**src/shared/mcc_pkg.sv**
```systemverilog
// Operation
// Each peripheral request enables its routed clock source automatically; here a routed crystal source also needs its xtal_en bit set.
// Prescaler sits between main clock and peripheral clock, factor 1 to 64.
// Main clock runs in active and idle; in standby only when requested.
// CPU and peripheral clocks derive from main; peripheral clock may drive out.
// Counter clock requested when counter or timer enabled; source fixed meanwhile.
// Watchdog clock requested and supplied whenever the watchdog is enabled.
// Brown-out clock requested only in sampled mode; alternative source from fuse.
// Failure monitor on external sources falls back to the internal fast oscillator.
// Source select writes take effect only after the protect key unlock.
// Any of five sources may be selected and switched safely at run time.
// Software configures and enables a crystal source before selecting it.
// Keep-in-standby bit holds a source running; software polls its stable flag.
// Control B holds division field and enable; divides only while enable is one.
// Software orders prescaler and select updates to stay under maximum frequency.
// Switch-pending flag stands while a source change is under way.
// After reset main clock is the internal fast oscillator divided by six.
// External switch needs enough edges; otherwise old source kept, changes locked.
// With prescaler disabled, CPU and peripheral clocks equal the main clock.
package mcc_pkg;
   localparam int          CLK_PERIOD_NS    = 20;
   localparam int          NUM_SRC          = 5;
   localparam int          ADDR_W           = 4;
   localparam logic [3:0]  OFS_KEY          = 4'h0;
   localparam logic [3:0]  OFS_CTRL_A       = 4'h1;
   localparam logic [3:0]  OFS_CTRL_B       = 4'h2;
   localparam logic [3:0]  OFS_CTRL_C       = 4'h3;
   localparam logic [3:0]  OFS_STATUS       = 4'h4;
   localparam logic [3:0]  OFS_FLAGS        = 4'h5;
   localparam logic [3:0]  OFS_MASK         = 4'h6;
   localparam logic [3:0]  OFS_XTAL_EN      = 4'h7;
   localparam logic [3:0]  OFS_STBY         = 4'h8;
   localparam logic [7:0]  PROTECT_KEY      = 8'hD8;
   localparam logic [2:0]  UNLOCK_CYCLES    = 3'h4;
   localparam logic [2:0]  SRC_IFAST        = 3'h0;
   localparam logic [2:0]  SRC_ISLOW        = 3'h1;
   localparam logic [2:0]  SRC_XSLOW        = 3'h2;
   localparam logic [2:0]  SRC_XFAST        = 3'h3;
   localparam logic [2:0]  SRC_EXT          = 3'h4;
   localparam int          CTRLA_OUT_BIT    = 7;
   localparam int          CTRLB_ON_BIT     = 0;
   localparam int          CTRLB_DIV_LSB    = 1;
   localparam int          FLAG_FAIL        = 0;
   localparam int          FLAG_DONE        = 1;
   localparam int          FLAG_LOCK        = 2;
   localparam logic [2:0]  SEL_RST          = SRC_IFAST;
   localparam logic        PSCL_ON_RST      = 1'b1;
   localparam logic [3:0]  DIV_CODE_RST     = 4'h8;
   localparam int          SWITCH_WINDOW_NS = 2000;
   localparam int          SWITCH_WINDOW    = SWITCH_WINDOW_NS / CLK_PERIOD_NS;
   localparam int          SWITCH_EDGES     = 4;
   localparam int          FAIL_WINDOW_NS   = 1000;
   localparam int          FAIL_WINDOW      = FAIL_WINDOW_NS / CLK_PERIOD_NS;
   // Division factor per code; reserved codes fall back to two
   localparam logic [15:0][6:0] DIV_FACTOR = {
      7'h02, 7'h02, 7'h02, 7'h30, 7'h18, 7'h0C, 7'h0A, 7'h06,
      7'h02, 7'h02, 7'h40, 7'h20, 7'h10, 7'h08, 7'h04, 7'h02};
   typedef enum logic [1:0] {MCC_ACTIVE, MCC_IDLE, MCC_STANDBY} mcc_power_type;
endpackage

```
**src/verilog/mcc_edge_monitor.sv**
```systemverilog
module mcc_edge_monitor
   import mcc_pkg::*;
#(
   parameter int WINDOW    = SWITCH_WINDOW,
   parameter int MIN_EDGES = SWITCH_EDGES
) (
   // Clock and reset
   input  wire logic core_clk,
   input  wire logic rst,
   // Watch request and source edge
   input  wire logic run,
   input  wire logic edge_seen,
   // Verdicts, one cycle each
   output logic      pass_q,
   output logic      fail_q
);
   localparam int CW = $clog2(WINDOW + 1);
   typedef struct packed {
      logic          active;
      logic [CW-1:0] cnt;
      logic [CW-1:0] edges;
      logic          pass;
      logic          fail;
   } mcc_mon_type;
   mcc_mon_type s_q, s_d;

   always_comb begin
      s_d      = s_q;
      s_d.pass = 1'b0;
      s_d.fail = 1'b0;
      if (!run) begin
         s_d.active = 1'b0;
      end else if (!s_q.active) begin
         s_d.active = 1'b1;
         s_d.cnt    = '0;
         s_d.edges  = '0;
      end else begin
         s_d.cnt = s_q.cnt + 1'b1;
         if (edge_seen) begin
            s_d.edges = s_q.edges + 1'b1;
         end
         // Edge count wins over a window expiring in the same cycle
         if (edge_seen && s_q.edges == CW'(MIN_EDGES - 1)) begin
            s_d.pass   = 1'b1;
            s_d.active = 1'b0;
         end else if (s_q.cnt == CW'(WINDOW - 1)) begin
            s_d.fail   = 1'b1;
            s_d.active = 1'b0;
         end
      end
   end

   always_ff @(posedge core_clk or posedge rst) begin
      if (rst) begin
         s_q <= '0;
      end else begin
         s_q <= s_d;
      end
   end

   assign pass_q = s_q.pass;
   assign fail_q = s_q.fail;
endmodule // mcc_edge_monitor

```
**src/verilog/mcc_prescaler.sv**
```systemverilog
module mcc_prescaler
   import mcc_pkg::*;
(
   // Clock and reset
   input  wire logic       core_clk,
   input  wire logic       rst,
   // Main clock gate and settings
   input  wire logic       run,
   input  wire logic       pscl_on,
   input  wire logic [3:0] div_code,
   // Divided clock enable
   output logic            tick_q
);
   typedef struct packed {
      logic [5:0] cnt;
      logic       tick;
   } mcc_pscl_type;
   mcc_pscl_type s_q, s_d;
   logic [5:0] last;

   assign last = 6'(DIV_FACTOR[div_code] - 7'h01);

   always_comb begin
      s_d      = s_q;
      s_d.tick = 1'b0;
      if (run) begin
         if (!pscl_on) begin
            s_d.tick = 1'b1;
            s_d.cnt  = '0;
         end else if (s_q.cnt >= last) begin
            s_d.tick = 1'b1;
            s_d.cnt  = '0;
         end else begin
            s_d.cnt = s_q.cnt + 6'h01;
         end
      end
   end

   always_ff @(posedge core_clk or posedge rst) begin
      if (rst) begin
         s_q <= '0;
      end else begin
         s_q <= s_d;
      end
   end

   assign tick_q = s_q.tick;
endmodule // mcc_prescaler

```
**src/verilog/mcc_main_clock_ctrl.sv**
```systemverilog
// The strobed register port and the placing of the registers were decided locally.
module mcc_main_clock_ctrl
   import mcc_pkg::*;
(
   // Clock and reset
   input  wire logic                core_clk,
   input  wire logic                rst,
   // Register port
   input  wire logic [ADDR_W-1:0]   reg_addr,
   input  wire logic [7:0]          reg_wdata,
   input  wire logic                reg_wr,
   input  wire logic                reg_rd,
   output logic      [7:0]          reg_rdata,
   // Oscillators
   input  wire logic [NUM_SRC-1:0]  src_edge,
   input  wire logic [NUM_SRC-1:0]  src_stable,
   output logic      [NUM_SRC-1:0]  src_enable,
   // Power state and peripheral requests
   input  wire mcc_power_type       power_state,
   input  wire logic                main_standby_req,
   input  wire logic                counter_enable,
   input  wire logic                periodic_timer_enable,
   input  wire logic                counter_src_crystal,
   input  wire logic                watchdog_enable,
   input  wire logic                brownout_sampled,
   input  wire logic                brownout_fuse_alt,
   // Clock requests and derived clock enables
   output logic                     counter_clock_req,
   output logic                     watchdog_timer_clock,
   output logic                     brownout_sample_clock,
   output logic                     main_clock_run,
   output logic                     cpu_clock_tick,
   output logic                     peripheral_bus_clock,
   output logic                     clock_output_pin,
   // Interrupt
   output logic                     irq
);
   typedef struct packed {
      logic [7:0]         rdata;
      logic [2:0]         unlock;
      logic [2:0]         sel_cur;
      logic [2:0]         sel_tgt;
      logic               pending;
      logic               locked;
      logic               out_en;
      logic               pscl_on;
      logic [3:0]         div_code;
      logic               mon_en;
      logic [NUM_SRC-1:0] xtal_en;
      logic [NUM_SRC-1:0] stby;
      logic [2:0]         flags;
      logic [2:0]         mask;
      logic               irq;
      logic [NUM_SRC-1:0] src_en;
      logic               ctr_crystal;
      logic               ctr_req;
      logic               wdt_req;
      logic               bod_req;
      logic               run;
      logic               out_pin;
   } mcc_state_type;
   mcc_state_type s_q, s_d;

   logic       per_tick;
   logic       sw_pass;
   logic       sw_fail;
   logic       fail_pass;
   logic       fail_seen;
   logic       tgt_ext;
   logic       cur_ext;
   logic       wr_ok;
   logic [2:0] new_sel;
   logic [2:0] ctr_src;
   logic [2:0] bod_src;

   assign tgt_ext = s_q.sel_tgt >= SRC_XSLOW;
   assign cur_ext = s_q.sel_cur >= SRC_XSLOW;
   assign wr_ok   = reg_wr && s_q.unlock != 3'h0;
   assign new_sel = reg_wdata[2:0];
   assign ctr_src = s_q.ctr_crystal ? SRC_XSLOW : SRC_ISLOW;
   assign bod_src = brownout_fuse_alt ? SRC_XSLOW : SRC_ISLOW;

   mcc_prescaler u_prescaler (
      .core_clk (core_clk),
      .rst      (rst),
      .run      (s_q.run),
      .pscl_on  (s_q.pscl_on),
      .div_code (s_q.div_code),
      .tick_q   (per_tick)
   );

   // Edge check on the target before the switch is committed
   mcc_edge_monitor #(
      .WINDOW    (SWITCH_WINDOW),
      .MIN_EDGES (SWITCH_EDGES)
   ) u_switch_mon (
      .core_clk  (core_clk),
      .rst       (rst),
      .run       (s_q.pending && tgt_ext),
      .edge_seen (src_edge[s_q.sel_tgt]),
      .pass_q    (sw_pass),
      .fail_q    (sw_fail)
   );

   // One edge per window keeps the running external source trusted
   mcc_edge_monitor #(
      .WINDOW    (FAIL_WINDOW),
      .MIN_EDGES (1)
   ) u_fail_mon (
      .core_clk  (core_clk),
      .rst       (rst),
      .run       (s_q.mon_en && cur_ext && !s_q.pending && s_q.run),
      .edge_seen (src_edge[s_q.sel_cur]),
      .pass_q    (fail_pass),
      .fail_q    (fail_seen)
   );

   always_comb begin
      s_d       = s_q;
      s_d.rdata = 8'h00;

      // Key opens a short window for one protected write
      if (reg_wr && reg_addr == OFS_KEY && reg_wdata == PROTECT_KEY) begin
         s_d.unlock = UNLOCK_CYCLES;
      end else if (wr_ok && reg_addr inside {OFS_CTRL_A, OFS_CTRL_B, OFS_CTRL_C}) begin
         s_d.unlock = 3'h0;
      end else if (s_q.unlock != 3'h0) begin
         s_d.unlock = s_q.unlock - 3'h1;
      end

      if (wr_ok && reg_addr == OFS_CTRL_A) begin
         s_d.out_en = reg_wdata[CTRLA_OUT_BIT];
         // Ignored while a switch runs or after a failed one
         if (new_sel <= SRC_EXT && new_sel != s_q.sel_cur
             && !s_q.pending && !s_q.locked) begin
            s_d.sel_tgt = new_sel;
            s_d.pending = 1'b1;
         end
      end
      if (wr_ok && reg_addr == OFS_CTRL_B) begin
         s_d.pscl_on  = reg_wdata[CTRLB_ON_BIT];
         s_d.div_code = reg_wdata[CTRLB_DIV_LSB +: 4];
      end
      if (wr_ok && reg_addr == OFS_CTRL_C) begin
         s_d.mon_en = reg_wdata[0];
      end
      if (reg_wr && reg_addr == OFS_MASK) begin
         s_d.mask = reg_wdata[2:0];
      end
      if (reg_wr && reg_addr == OFS_XTAL_EN) begin
         s_d.xtal_en = reg_wdata[NUM_SRC-1:0];
      end
      if (reg_wr && reg_addr == OFS_STBY) begin
         s_d.stby = reg_wdata[NUM_SRC-1:0];
      end

      // Read of the flags clears them; a new event the same cycle survives
      if (reg_rd && reg_addr == OFS_FLAGS) begin
         s_d.flags = 3'h0;
      end

      if (s_q.pending) begin
         if (!tgt_ext || sw_pass) begin
            s_d.sel_cur              = s_q.sel_tgt;
            s_d.pending              = 1'b0;
            s_d.flags[FLAG_DONE]     = 1'b1;
         end else if (sw_fail) begin
            s_d.pending              = 1'b0;
            s_d.locked               = 1'b1;
            s_d.flags[FLAG_LOCK]     = 1'b1;
         end
      end else if (fail_seen) begin
         s_d.sel_cur                 = SRC_IFAST;
         s_d.flags[FLAG_FAIL]        = 1'b1;
      end

      // Counter source may only move while counter and timer are off
      if (!(counter_enable || periodic_timer_enable)) begin
         s_d.ctr_crystal = counter_src_crystal;
      end
      s_d.ctr_req = counter_enable || periodic_timer_enable;
      s_d.wdt_req = watchdog_enable;
      s_d.bod_req = brownout_sampled;

      s_d.run = power_state != MCC_STANDBY || main_standby_req
                || s_q.stby[s_q.sel_cur];

      for (int i = 0; i < NUM_SRC; i++) begin
         s_d.src_en[i] = (s_q.sel_cur == 3'(i))
                      || (s_q.pending && s_q.sel_tgt == 3'(i))
                      || s_q.stby[i]
                      || (s_d.ctr_req && ctr_src == 3'(i))
                      || (s_d.wdt_req && SRC_ISLOW == 3'(i))
                      || (s_d.bod_req && bod_src == 3'(i));
         // Crystals start only after software enables them
         if (3'(i) >= SRC_XSLOW && !s_q.xtal_en[i]) begin
            s_d.src_en[i] = 1'b0;
         end
      end

      s_d.out_pin = per_tick && s_q.out_en;
      s_d.irq     = |(s_d.flags & s_q.mask);

      if (reg_rd) begin
         unique case (reg_addr)
            OFS_CTRL_A:  s_d.rdata = {s_q.out_en, 4'h0, s_q.sel_cur};
            OFS_CTRL_B:  s_d.rdata = {3'h0, s_q.div_code, s_q.pscl_on};
            OFS_CTRL_C:  s_d.rdata = {7'h00, s_q.mon_en};
            OFS_STATUS:  s_d.rdata = {1'b0, s_q.locked, src_stable, s_q.pending};
            OFS_FLAGS:   s_d.rdata = {5'h00, s_q.flags};
            OFS_MASK:    s_d.rdata = {5'h00, s_q.mask};
            OFS_XTAL_EN: s_d.rdata = {3'h0, s_q.xtal_en};
            OFS_STBY:    s_d.rdata = {3'h0, s_q.stby};
            default:     s_d.rdata = 8'h00;
         endcase
      end
   end

   always_ff @(posedge core_clk or posedge rst) begin
      if (rst) begin
         s_q          <= '0;
         s_q.sel_cur  <= SEL_RST;
         s_q.sel_tgt  <= SEL_RST;
         s_q.pscl_on  <= PSCL_ON_RST;
         s_q.div_code <= DIV_CODE_RST;
         s_q.run      <= 1'b1;
         s_q.src_en   <= 5'h01;
      end else begin
         s_q <= s_d;
      end
   end

   assign reg_rdata             = s_q.rdata;
   assign src_enable            = s_q.src_en;
   assign counter_clock_req     = s_q.ctr_req;
   assign watchdog_timer_clock  = s_q.wdt_req;
   assign brownout_sample_clock = s_q.bod_req;
   assign main_clock_run        = s_q.run;
   assign cpu_clock_tick        = per_tick;
   assign peripheral_bus_clock  = per_tick;
   assign clock_output_pin      = s_q.out_pin;
   assign irq                   = s_q.irq;
endmodule // mcc_main_clock_ctrl

```
**config.mk**
```make
export PLATFORM = sky130hd
export DESIGN_NAME = mcc_main_clock_ctrl
export DESIGN_NICKNAME = d
export VERILOG_FILES = /design/src/shared/mcc_pkg.sv /design/src/verilog/mcc_edge_monitor.sv /design/src/verilog/mcc_prescaler.sv /design/src/verilog/mcc_main_clock_ctrl.sv
export SDC_FILE = /design/constraint.sdc
export NUM_CORES = 1
export LEC_CHECK = 0
export BUFFER_PORTS_ARGS = -buffer_cell sky130_fd_sc_hd__buf_2
export CAP_MARGIN = 20
export CORE_MARGIN = 4
export CORE_UTILIZATION = 59
export CTS_CLUSTER_SIZE = 20
export DETAILED_ROUTE_END_ITERATION = 8
export HOLD_SLACK_MARGIN = 0.12
export PLACE_DENSITY = 0.8
export SLEW_MARGIN = 20
export SYNTH_ARGS = -nofsm -noshare
export SYNTH_HDL_FRONTEND = slang
export SYNTH_SLANG_ARGS = --single-unit
```
**constraint.sdc**
```tcl
create_clock -name core_clk -period 4 [get_ports core_clk]
set_clock_uncertainty 0.15 [all_clocks]
set_input_delay 0.8 -clock core_clk [delete_from_list [all_inputs] [get_ports core_clk]]
set_output_delay 0.8 -clock core_clk [all_outputs]
set_load 0.01 [all_outputs]
```
==> impl_metrics.py, run 1 <==
metrics = {
    "placed_design": {
        "dpl.hpwl_um": 8290,
        "dp_cells": 624,
        "routabilityCongestion": 0.953,
        "dpl-instance-area_um2": 5250,
        "pre_cts_slack_ns": 0.465,
        "port_buffers": 55,
    },
    "timing": {
        "setup_viol": 0,
        "worst_pin_slew_ns": 0.705,
        "rsz0062_at_grt": "false",
        "whs_ns": 0.337,
        "final.setup.worst_slack_ns": 0.412,
        "fin_crit_sh_pct": 89.7,
        "hold_viol": 0,
        "period_needed_ns": 3.59,
        "max_freq_ghz": 0.279,
        "final.setup.tns_ns": 0,
        "drv_slew": 0,
        "slew-limit-headroom_pct": 52.9,
    },
    "finish": {
        "layout_commonest_cell": "dfrtp_1",
        "utilization_pct": 65.9,
        "num-fill-cells": 655,
        "nets": 580,
        "final_cell_mix": "dfrtp_1, buf_2, nand2_1, nor2_1, nand3_1",
        "diodes": 0,
        "fin_cells": 640,
        "syn2layout_area_growth_pct": 7.86,
        "layout-drive-gt1-share_pct": 20.6,
        "final_area_um2": 5450,
    },
    "critical_path": {
        "crit_path_end_kind": "flop",
        "max_stage_delay_ns": 0.54,
        "slowest_stage": "or4b_1",
        "cp_max_fo": 7,
        "crit_start": "s_q[30]",
        "crit_required_ns": 4.12,
        "critPathLaunchType": "flop",
        "r2r-start": "s_q[30]",
        "critical_path.cell_chain": "nor2_1 -> mux2i_1 -> or2_2 -> ha_1 -> nand2_1 -> nor2_1 -> a222oi_1 -> o21ai_0 -> ha_1 -> nand2b_1 -> a2111oi_2 -> a21oi_1 -> or4b_1 -> o221ai_1",
        "worstSetupPathType": "flop to flop",
        "crit_arrival_ns": 3.71,
    },
    "grt": {
        "grt_max_degree": 43,
        "grt.overflow.total": 0,
        "antenna_found_initial": 0,
        "grt_pass1_vias": 3843,
        "grt_first_pass_wirelength_um": 18400,
        "grtUsageTotal_pct": 23.0,
    },
    "pwr": {
        "power_mw": 2.66,
        "clock_power_share_pct": 23.8,
        "power.share.combinational_pct": 28.3,
        "p_int_mw": 1.73,
        "power.density_nw_per_um2": 488,
        "p_sw_mw": 0.927,
        "swShare_pct": 34.9,
        "vdd_drop_max_v": 0.000305,
        "leakagePower_nw": 2.42,
        "power_frac_seq_pct": 47.9,
    },
    "route": {
        "vias_per_cell": 6.18,
        "routed_wl_um": 11100,
        "via_count": 3955,
        "first_pass_iters": 5,
        "postRouteAntennaNets": 0,
        "drc": 0,
        "drtIter0Drc": 251,
        "drt-wirelength-per-cell_um": 17.3,
    },
    "floorplan": {
        "coreArea_um2": 8260,
        "initial_core_util_pct": 61.1,
        "io_pins": 56,
        "rows": 33,
        "die_y_um": 101,
        "die_x_um": 101,
        "die_area_um2": 10100,
    },
    "synthesis": {
        "synth-seq-cells": 92,
        "syn_area_um2": 5050,
        "synth_seq_area_share_pct": 45.7,
        "syn_nets": 549,
        "async_flop_share_pct": 100,
        "ys_types": 66,
        "avgSynthCellArea_um2": 10.1,
        "postSynthCellCount": 499,
        "synth_edf_count": 0,
        "ys.warnings.count": 0,
        "synth-main-ff-cell": "dfrtp_1",
    },
    "run": {
        "maxCapViolCount": 0,
    },
    "clock_network": {
        "cts-root-buf": "clkbuf_8",
        "ctsLongestPathBuffers": 2,
        "post_cts_buffers": 0,
        "hold_buffers": 0,
        "cts_made_buffers": 9,
        "clk_latency_ns": 0.36,
        "h-tree-depth": 3,
        "clock-sinks": 92,
        "clk_pin_slew_ns": 0.10,
        "post_cts_resized": 0,
        "cts_tree": "yes",
    },
    "worst_hold_path": {
        "hp-class": "flop to flop",
        "min_from": "u_switch_mon.s_q[15]",
    },
    "outcome": {
        "status": "finished clean",
    },
}
## per-layer routing
layer	wire length (um)	vias to the layer above	track usage (%)
met1	4670	1954	29.1
met4	274	0	9.95
li1	-	1845	-
met3	582	27	3.94
met5	0	-	0
met2	5520	129	38.7
## registers in the layout (all words and copies together), names as in the netlist
register / cells
brownout_sample_clock: 1
clock_output_pin: 1
counter_clock_req: 1
irq: 1
main_clock_run: 1
reg_rdata: 8
s_q: 35
src_enable: 5
u_fail_mon.fail_q: 1
u_fail_mon.s_q: 13
u_prescaler.s_q: 6
u_prescaler.tick_q: 1
u_switch_mon.fail_q: 1
u_switch_mon.pass_q: 1
u_switch_mon.s_q: 15
watchdog_timer_clock: 1
## synthesized netlist by cell type, types with 3 or more instances
library cell | count | area share [%]
xor2_1 | 6 | 1.0
a22o_1 | 9 | 1.6
nor3_1 | 15 | 1.5
and3_1 | 6 | 0.74
or2_1 | 6 | 0.74
nand3_1 | 23 | 2.3
mux4_2 | 3 | 1.3
inv_1 | 20 | 1.5
xnor2_1 | 6 | 1.0
buf_2 | 12 | 1.2
o31ai_1 | 5 | 0.74
nand2b_1 | 9 | 1.1
nor2b_1 | 10 | 1.2
nand4b_1 | 3 | 0.52
o221ai_1 | 3 | 0.52
a211o_1 | 4 | 0.69
dfstp_2 | 4 | 2.1
a22oi_1 | 3 | 0.45
a211oi_1 | 3 | 0.45
mux2i_1 | 12 | 2.4
o2111ai_1 | 4 | 0.69
clkbuf_1 | 7 | 0.52
mux2_2 | 18 | 4.0
and2_1 | 3 | 0.37
a21o_1 | 5 | 0.74
and4_1 | 3 | 0.52
buf_4 | 18 | 2.7
nand2_1 | 50 | 3.7
a21oi_1 | 14 | 1.4
o21ai_1 | 11 | 1.1
mux2_1 | 6 | 1.3
ha_1 | 15 | 3.7
a32oi_1 | 3 | 0.52
nor2_1 | 37 | 2.8
nor4_1 | 4 | 0.50
o22ai_1 | 5 | 0.62
dfrtp_1 | 88 | 44
o21ai_0 | 9 | 0.89
## critical path, delay by kind of cell, from the launching register on
kind | cells | cell delay [ns]
flip-flops | 1 | 0.48
adder cells (fa/ha/maj) | 2 | 0.44
AND/OR/NAND/NOR | 6 | 1.38
multiplexers | 1 | 0.10
AO/OA/AOI/OAI | 5 | 0.94
## layout make-up
type,count,area [um2],area share (%)
flip-flops and latches,92,2310,42.4
clock inverters,7,75.1,1.38
repair buffers,58,298,5.47
multi-input cells,349,2430,44.7
well taps,105,131,2.41
inverters,20,76.3,1.40
clock buffers,9,124,2.27
## power groups by stage
| stage | combinational [mW] | sequential (mW) | clock (mW) |
|---|---|---|---|
| final | 0.751 | 1.27 | 0.632 |
| after global routing | 0.845 | 1.30 | 0.688 |
| after CTS | 0.757 | 1.27 | 0.640 |
| after detailed placement | 0.753 | 1.29 | 0 |
| after global placement | 0.710 | 1.27 | 0 |
| after floorplan | 0.644 | 1.20 | 0 |
## logic make-up after synthesis
group | share of synthesized area [%]
fa+ha+maj | 3.72
mux | 9.07
buf+inv | 6.10
compound gates | 14.3
xor+xnor | 2.08
simple gates | 19.1
flops | 45.7
## worst paths after layout
path	end	slack [ns]	depth (start not counted)
max	u_prescaler.s_q[5]	0.41	14
min	u_switch_mon.s_q[15]	0.34	1
max reg2reg	u_prescaler.s_q[5]	0.41	14
min reg2reg	u_switch_mon.s_q[15]	0.34	1
max in group asynchronous	s_q[32]	2.52	3
min in group asynchronous	src_enable[3]	0.37	2
Note: power is estimated with default switching activity, not from simulation.
==> run 2: changes to the inputs <==
Settings changed: CELL_PAD_IN_SITES_DETAIL_PLACEMENT set to 1, CELL_PAD_IN_SITES_GLOBAL_PLACEMENT set to 1, CORE_UTILIZATION 59 to 46, PLACE_DENSITY 0.8 to unset, PLACE_DENSITY_LB_ADDON set to 0.1.
==> impl_metrics.py, run 2 (synthesized netlist as in run 1, its figures left out) <==
metrics = {
    "grt": {
        "antenna_found_initial": 0,
        "grtUsageTotal_pct": 20.4,
        "grt.overflow.total": 0,
        "grt_max_degree": 58,
        "grt_pass1_vias": 4176,
        "grt_first_pass_wirelength_um": 21200,
    },
    "pwr": {
        "vdd_drop_max_v": 0.000197,
        "power.density_nw_per_um2": 491,
        "leakagePower_nw": 2.43,
        "power_mw": 2.70,
    },
    "floorplan": {
        "io_pins": 56,
        "initial_core_util_pct": 48.0,
        "coreArea_um2": 10500,
        "die_x_um": 113,
        "die_y_um": 113,
        "die_area_um2": 12700,
        "rows": 37,
    },
    "finish": {
        "regMostFlops": "s_q",
        "regArea_um2": 2310,
        "largest_register_ffs": 35,
        "top_regs": "s_q (35), u_switch_mon.s_q (15), u_fail_mon.s_q (13)",
        "num-fill-cells": 1188,
        "layout-drive-gt1-share_pct": 20.2,
        "layout_commonest_cell": "dfrtp_1",
        "final_cell_mix": "dfrtp_1, buf_2, nand2_1, nor2_1, nand3_1",
        "syn2layout_area_growth_pct": 8.80,
        "diodes": 0,
        "final_area_um2": 5490,
        "nets": 579,
        "multi_input_area_um2": 2430,
    },
    "clock_network": {
        "clock-sinks": 92,
        "post_cts_buffers": 0,
        "cts-root-buf": "clkbuf_8",
        "hold_buffers": 0,
        "h-tree-depth": 3,
        "ctsLongestPathBuffers": 2,
        "cts_tree": "yes",
        "clk_latency_ns": 0.36,
        "cts_made_buffers": 9,
        "post_cts_resized": 0,
        "clk_pin_slew_ns": 0.10,
    },
    "timing": {
        "rsz0062_at_grt": "false",
        "setup_viol": 0,
        "period_needed_ns": 3.61,
        "slew-limit-headroom_pct": 52.4,
        "drv_slew": 0,
        "max_freq_ghz": 0.277,
        "fin_crit_sh_pct": 90.3,
        "final.setup.tns_ns": 0,
        "hold_viol": 0,
        "worst_pin_slew_ns": 0.714,
    },
    "critical_path": {
        "rr_endpoint": "u_prescaler.s_q[5]",
        "max_stage_delay_ns": 0.54,
        "critical_path.cell_chain": "nor2_1 -> mux2i_1 -> or2_2 -> ha_1 -> nand2_1 -> nor2_1 -> a222oi_1 -> o21ai_0 -> ha_1 -> nand2b_1 -> a2111oi_2 -> a21oi_1 -> or4b_1 -> o221ai_1",
        "crit_required_ns": 4.13,
        "slowest_stage": "or4b_1",
        "critPathLaunchType": "flop",
        "worstSetupPathType": "flop to flop",
        "rr_worst_depth": 14,
        "r2r-start": "s_q[30]",
        "rrSetupSlack_ns": 0.39,
        "crit_arrival_ns": 3.74,
        "cp_max_fo": 7,
        "crit_path_end_kind": "flop",
    },
    "route": {
        "routed_wl_um": 12600,
        "postRouteAntennaNets": 0,
        "drtIter0Drc": 215,
        "drc": 0,
        "drt-wirelength-per-cell_um": 18.8,
        "vias_per_cell": 5.86,
        "via_count": 3923,
        "first_pass_iters": 4,
    },
    "worst_hold_path": {
        "hold_depth": 1,
        "min_from": "u_switch_mon.s_q[15]",
        "hp-class": "flop to flop",
        "whs_endpoint": "u_switch_mon.s_q[15]",
    },
    "placed_design": {
        "dpl.hpwl_um": 9400,
        "dpl-instance-area_um2": 5290,
        "routabilityCongestion": 0.851,
        "port_buffers": 55,
    },
    "outcome": {
        "status": "finished clean",
    },
    "run": {
        "maxCapViolCount": 0,
    },
}
[run 2: how the worst max path moves through the flow]
stage	cells past startpoint	endpoint	startpoint	slack (ns)
CTS	14	u_prescaler.s_q[5]	s_q[30]	0.41
detailed placement	14	u_prescaler.s_q[5]	s_q[30]	0.45
finish	14	u_prescaler.s_q[5]	s_q[30]	0.39
global route	14	u_prescaler.s_q[5]	s_q[30]	0.16
floorplan	1	brownout_sample_clock	rst	0.66
global placement	14	u_prescaler.s_q[5]	s_q[30]	0.64
[run 2: worst max-delay path, delay by kind of cell, from the launching register on]
family | cells | cell delay (ns)
compound gates | 5 | 0.97
mux | 1 | 0.11
fa+ha+maj | 2 | 0.44
simple gates | 6 | 1.38
flops | 1 | 0.48
[run 2: metrics by stage]
step | worst slack, ns | instances | hold WS, ns | util (%)
6_report | 0.388 | 670 | 0.352 | 52.3
5_1_grt | 0.164 | 670 | 0.391 | 52.3
4_1_cts | 0.409 | 670 | 0.351 | 52.3
3_5_place_dp | 0.452 | 654 | 0.334 | 50.3
3_3_place_gp | 0.637 | 654 | 0.326 | 50.3
2_1_floorplan | 0.665 | 499 | 0.293 | -
[run 2: report_power, final]
part	internal [mW]	switching [mW]
logic	0.349	0.417
registers	1.09	0.183
clock network	0.310	0.347
[run 2: cell type report]
| type | instances | area share (%) |
|---|---|---|
| Timing Repair Buffer | 57 | 5.51 |
| Multi-Input combinational cell | 349 | 44.3 |
| Clock buffer | 11 | 2.57 |
| Tap cell | 136 | 3.10 |
| Inverter | 20 | 1.41 |
| Sequential cell | 92 | 42.0 |
| Clock inverter | 5 | 1.09 |
[run 2: per-layer routing]
metal | GRT usage, % | up-vias | wire, um
met4 | 6.97 | 0 | 235
met5 | 0 | - | 0
li1 | - | 1849 | -
met1 | 27.0 | 1979 | 5770
met2 | 34.3 | 77 | 6170
met3 | 2.99 | 18 | 396
==> run 3: changes to the inputs <==
--- a/config.mk
+++ b/config.mk
@@ -17,3 +17,2 @@
 export PLACE_DENSITY_LB_ADDON = 0.1
-export SLEW_MARGIN = 20
 export SYNTH_ARGS = -nofsm -noshare
==> constraint.sdc (replaced) <==
create_clock -name core_clk -period 4 [get_ports core_clk]
set_clock_uncertainty 0.15 [all_clocks]
set_input_delay 1.2 -clock core_clk [delete_from_list [all_inputs] [get_ports core_clk]]
set_output_delay 1.2 -clock core_clk [all_outputs]
set_load 0.01 [all_outputs]
==> impl_metrics.py, run 3 (synthesized netlist as in run 1, its figures left out) <==
metrics = {
    "timing": {
        "final.setup.worst_slack_ns": 0.432,
        "rsz0062_at_grt": "false",
        "hold_viol": 0,
        "drv_slew": 0,
        "fin_crit_sh_pct": 89.2,
        "max_freq_ghz": 0.280,
        "setup_viol": 0,
        "period_needed_ns": 3.57,
        "slew-limit-headroom_pct": 60.5,
        "final.setup.tns_ns": 0,
        "worst_pin_slew_ns": 0.593,
    },
    "floorplan": {
        "die_x_um": 113,
        "io_pins": 56,
        "die_area_um2": 12700,
        "rows": 37,
        "initial_core_util_pct": 48.0,
        "die_y_um": 113,
        "coreArea_um2": 10500,
    },
    "placed_design": {
        "routabilityCongestion": 0.836,
        "port_buffers": 55,
        "dpl.hpwl_um": 9210,
        "pre_cts_slack_ns": 0.481,
    },
    "critical_path": {
        "crit_family": "simple AND/OR/NAND/NOR gates",
        "slowest_stage": "or4b_1",
        "cp_max_fo": 7,
        "critPathLaunchType": "flop",
        "path_buf_inv": 0,
        "max_stage_delay_ns": 0.54,
        "crit_arrival_ns": 3.71,
        "crit_path_end_kind": "flop",
        "rrSetupSlack_ns": 0.43,
        "critical_path.cell_chain": "nor2_1 -> mux2i_1 -> or2_2 -> ha_1 -> nand2_1 -> nor2_1 -> a222oi_1 -> o21ai_0 -> ha_1 -> nand2b_1 -> a2111oi_2 -> a21oi_1 -> or4b_1 -> o221ai_1",
        "crit_required_ns": 4.14,
        "worstSetupPathType": "flop to flop",
    },
    "worst_hold_path": {
        "hp-class": "flop to flop",
    },
    "clock_network": {
        "h-tree-depth": 3,
        "clk_pin_slew_ns": 0.09,
        "cts-root-buf": "clkbuf_8",
        "cts_tree": "yes",
        "ctsLongestPathBuffers": 2,
        "clock-sinks": 92,
        "post_cts_buffers": 0,
        "hold_buffers": 0,
        "post_cts_resized": 0,
        "clk_latency_ns": 0.38,
        "cts_made_buffers": 9,
    },
    "pwr": {
        "p_sw_mw": 0.941,
        "vdd_drop_max_v": 0.000263,
        "power.density_nw_per_um2": 489,
        "p_int_mw": 1.73,
        "clock_power_share_pct": 23.0,
        "power.share.combinational_pct": 29.2,
        "power_frac_seq_pct": 47.7,
        "leakagePower_nw": 2.42,
        "swShare_pct": 35.2,
    },
    "route": {
        "drt-wirelength-per-cell_um": 18.8,
        "first_pass_iters": 4,
        "vias_per_cell": 5.84,
        "drc": 0,
        "drtIter0Drc": 162,
        "routed_wl_um": 12600,
        "via_count": 3913,
        "postRouteAntennaNets": 0,
    },
    "finish": {
        "top_regs": "s_q (35), u_switch_mon.s_q (15), u_fail_mon.s_q (13)",
        "syn2layout_area_growth_pct": 8.33,
        "nets": 579,
        "regMostFlops": "s_q",
        "diodes": 0,
        "num-fill-cells": 1201,
        "layout-drive-gt1-share_pct": 19.7,
        "final_cell_mix": "dfrtp_1, buf_2, nand2_1, nor2_1, nand3_1",
        "layout_commonest_cell": "dfrtp_1",
        "largest_register_ffs": 35,
    },
    "grt": {
        "grtUsageTotal_pct": 20.7,
        "grt.overflow.total": 0,
        "grt_pass1_vias": 4159,
        "antenna_found_initial": 1,
        "grt_max_degree": 93,
        "grt_first_pass_wirelength_um": 21200,
    },
    "run": {
        "maxCapViolCount": 0,
    },
    "outcome": {
        "status": "finished clean",
    },
}
-- run 3: cell types whose count changed in the layout (fill, tap and decap cells not counted) --
| cell | before | now |
|---|---|---|
| inv_4 | 1 | 0 |
| clkinv_2 | 1 | 3 |
| clkbuf_8 | 10 | 9 |
| clkinvlp_4 | 1 | 0 |
| clkbuf_1 | 1 | 4 |
| inv_6 | 2 | 0 |
-- run 3: worst paths after layout --
path / to / cells after the start / startpoint
max: u_prescaler.s_q[5] / 14 / s_q[30]
min: u_switch_mon.s_q[15] / 1 / u_switch_mon.s_q[15]
max reg2reg: u_prescaler.s_q[5] / 14 / s_q[30]
min reg2reg: u_switch_mon.s_q[15] / 1 / u_switch_mon.s_q[15]
max in group asynchronous: watchdog_timer_clock / 3 / rst
min in group asynchronous: src_enable[3] / 3 / rst
-- run 3: power groups by stage --
stage	sequential, mW	combinational (mW)	clock [mW]
after floorplan	1.20	0.644	0
after global placement	1.28	0.736	0
after detailed placement	1.30	0.777	0
after CTS	1.28	0.794	0.633
after global routing	1.30	0.883	0.678
final	1.28	0.782	0.616
-- run 3: stage by stage --
stage,power (mW),instance area (um2),hold WS (ns),utilization [%],std cells
finish,2.67,5470,0.332,52.0,670
global route,2.87,5470,0.354,52.0,670
CTS,2.70,5470,0.334,52.0,670
detailed placement,2.07,5290,0.320,50.3,654
global placement,2.02,5290,0.326,50.3,654
floorplan,1.84,5050,0.293,-,499
-- run 3: area by class of cell --
class	instances	area [um2]	area share [%]
well taps	136	170	3.11
clock inverters	3	40.0	0.732
multi-input cells	349	2430	44.5
flip-flops and latches	92	2310	42.2
clock buffers	13	139	2.54
repair buffers	57	303	5.54
inverters	20	76.3	1.40
-- run 3: routing by layer --
metal	GRT usage [%]	share of wire (%)	up-vias
li1	-	-	1848
met1	27.1	45	1970
met2	34.2	49	75
met3	4.87	4.3	18
met4	6.33	1.6	2
met5	0	0.10	-
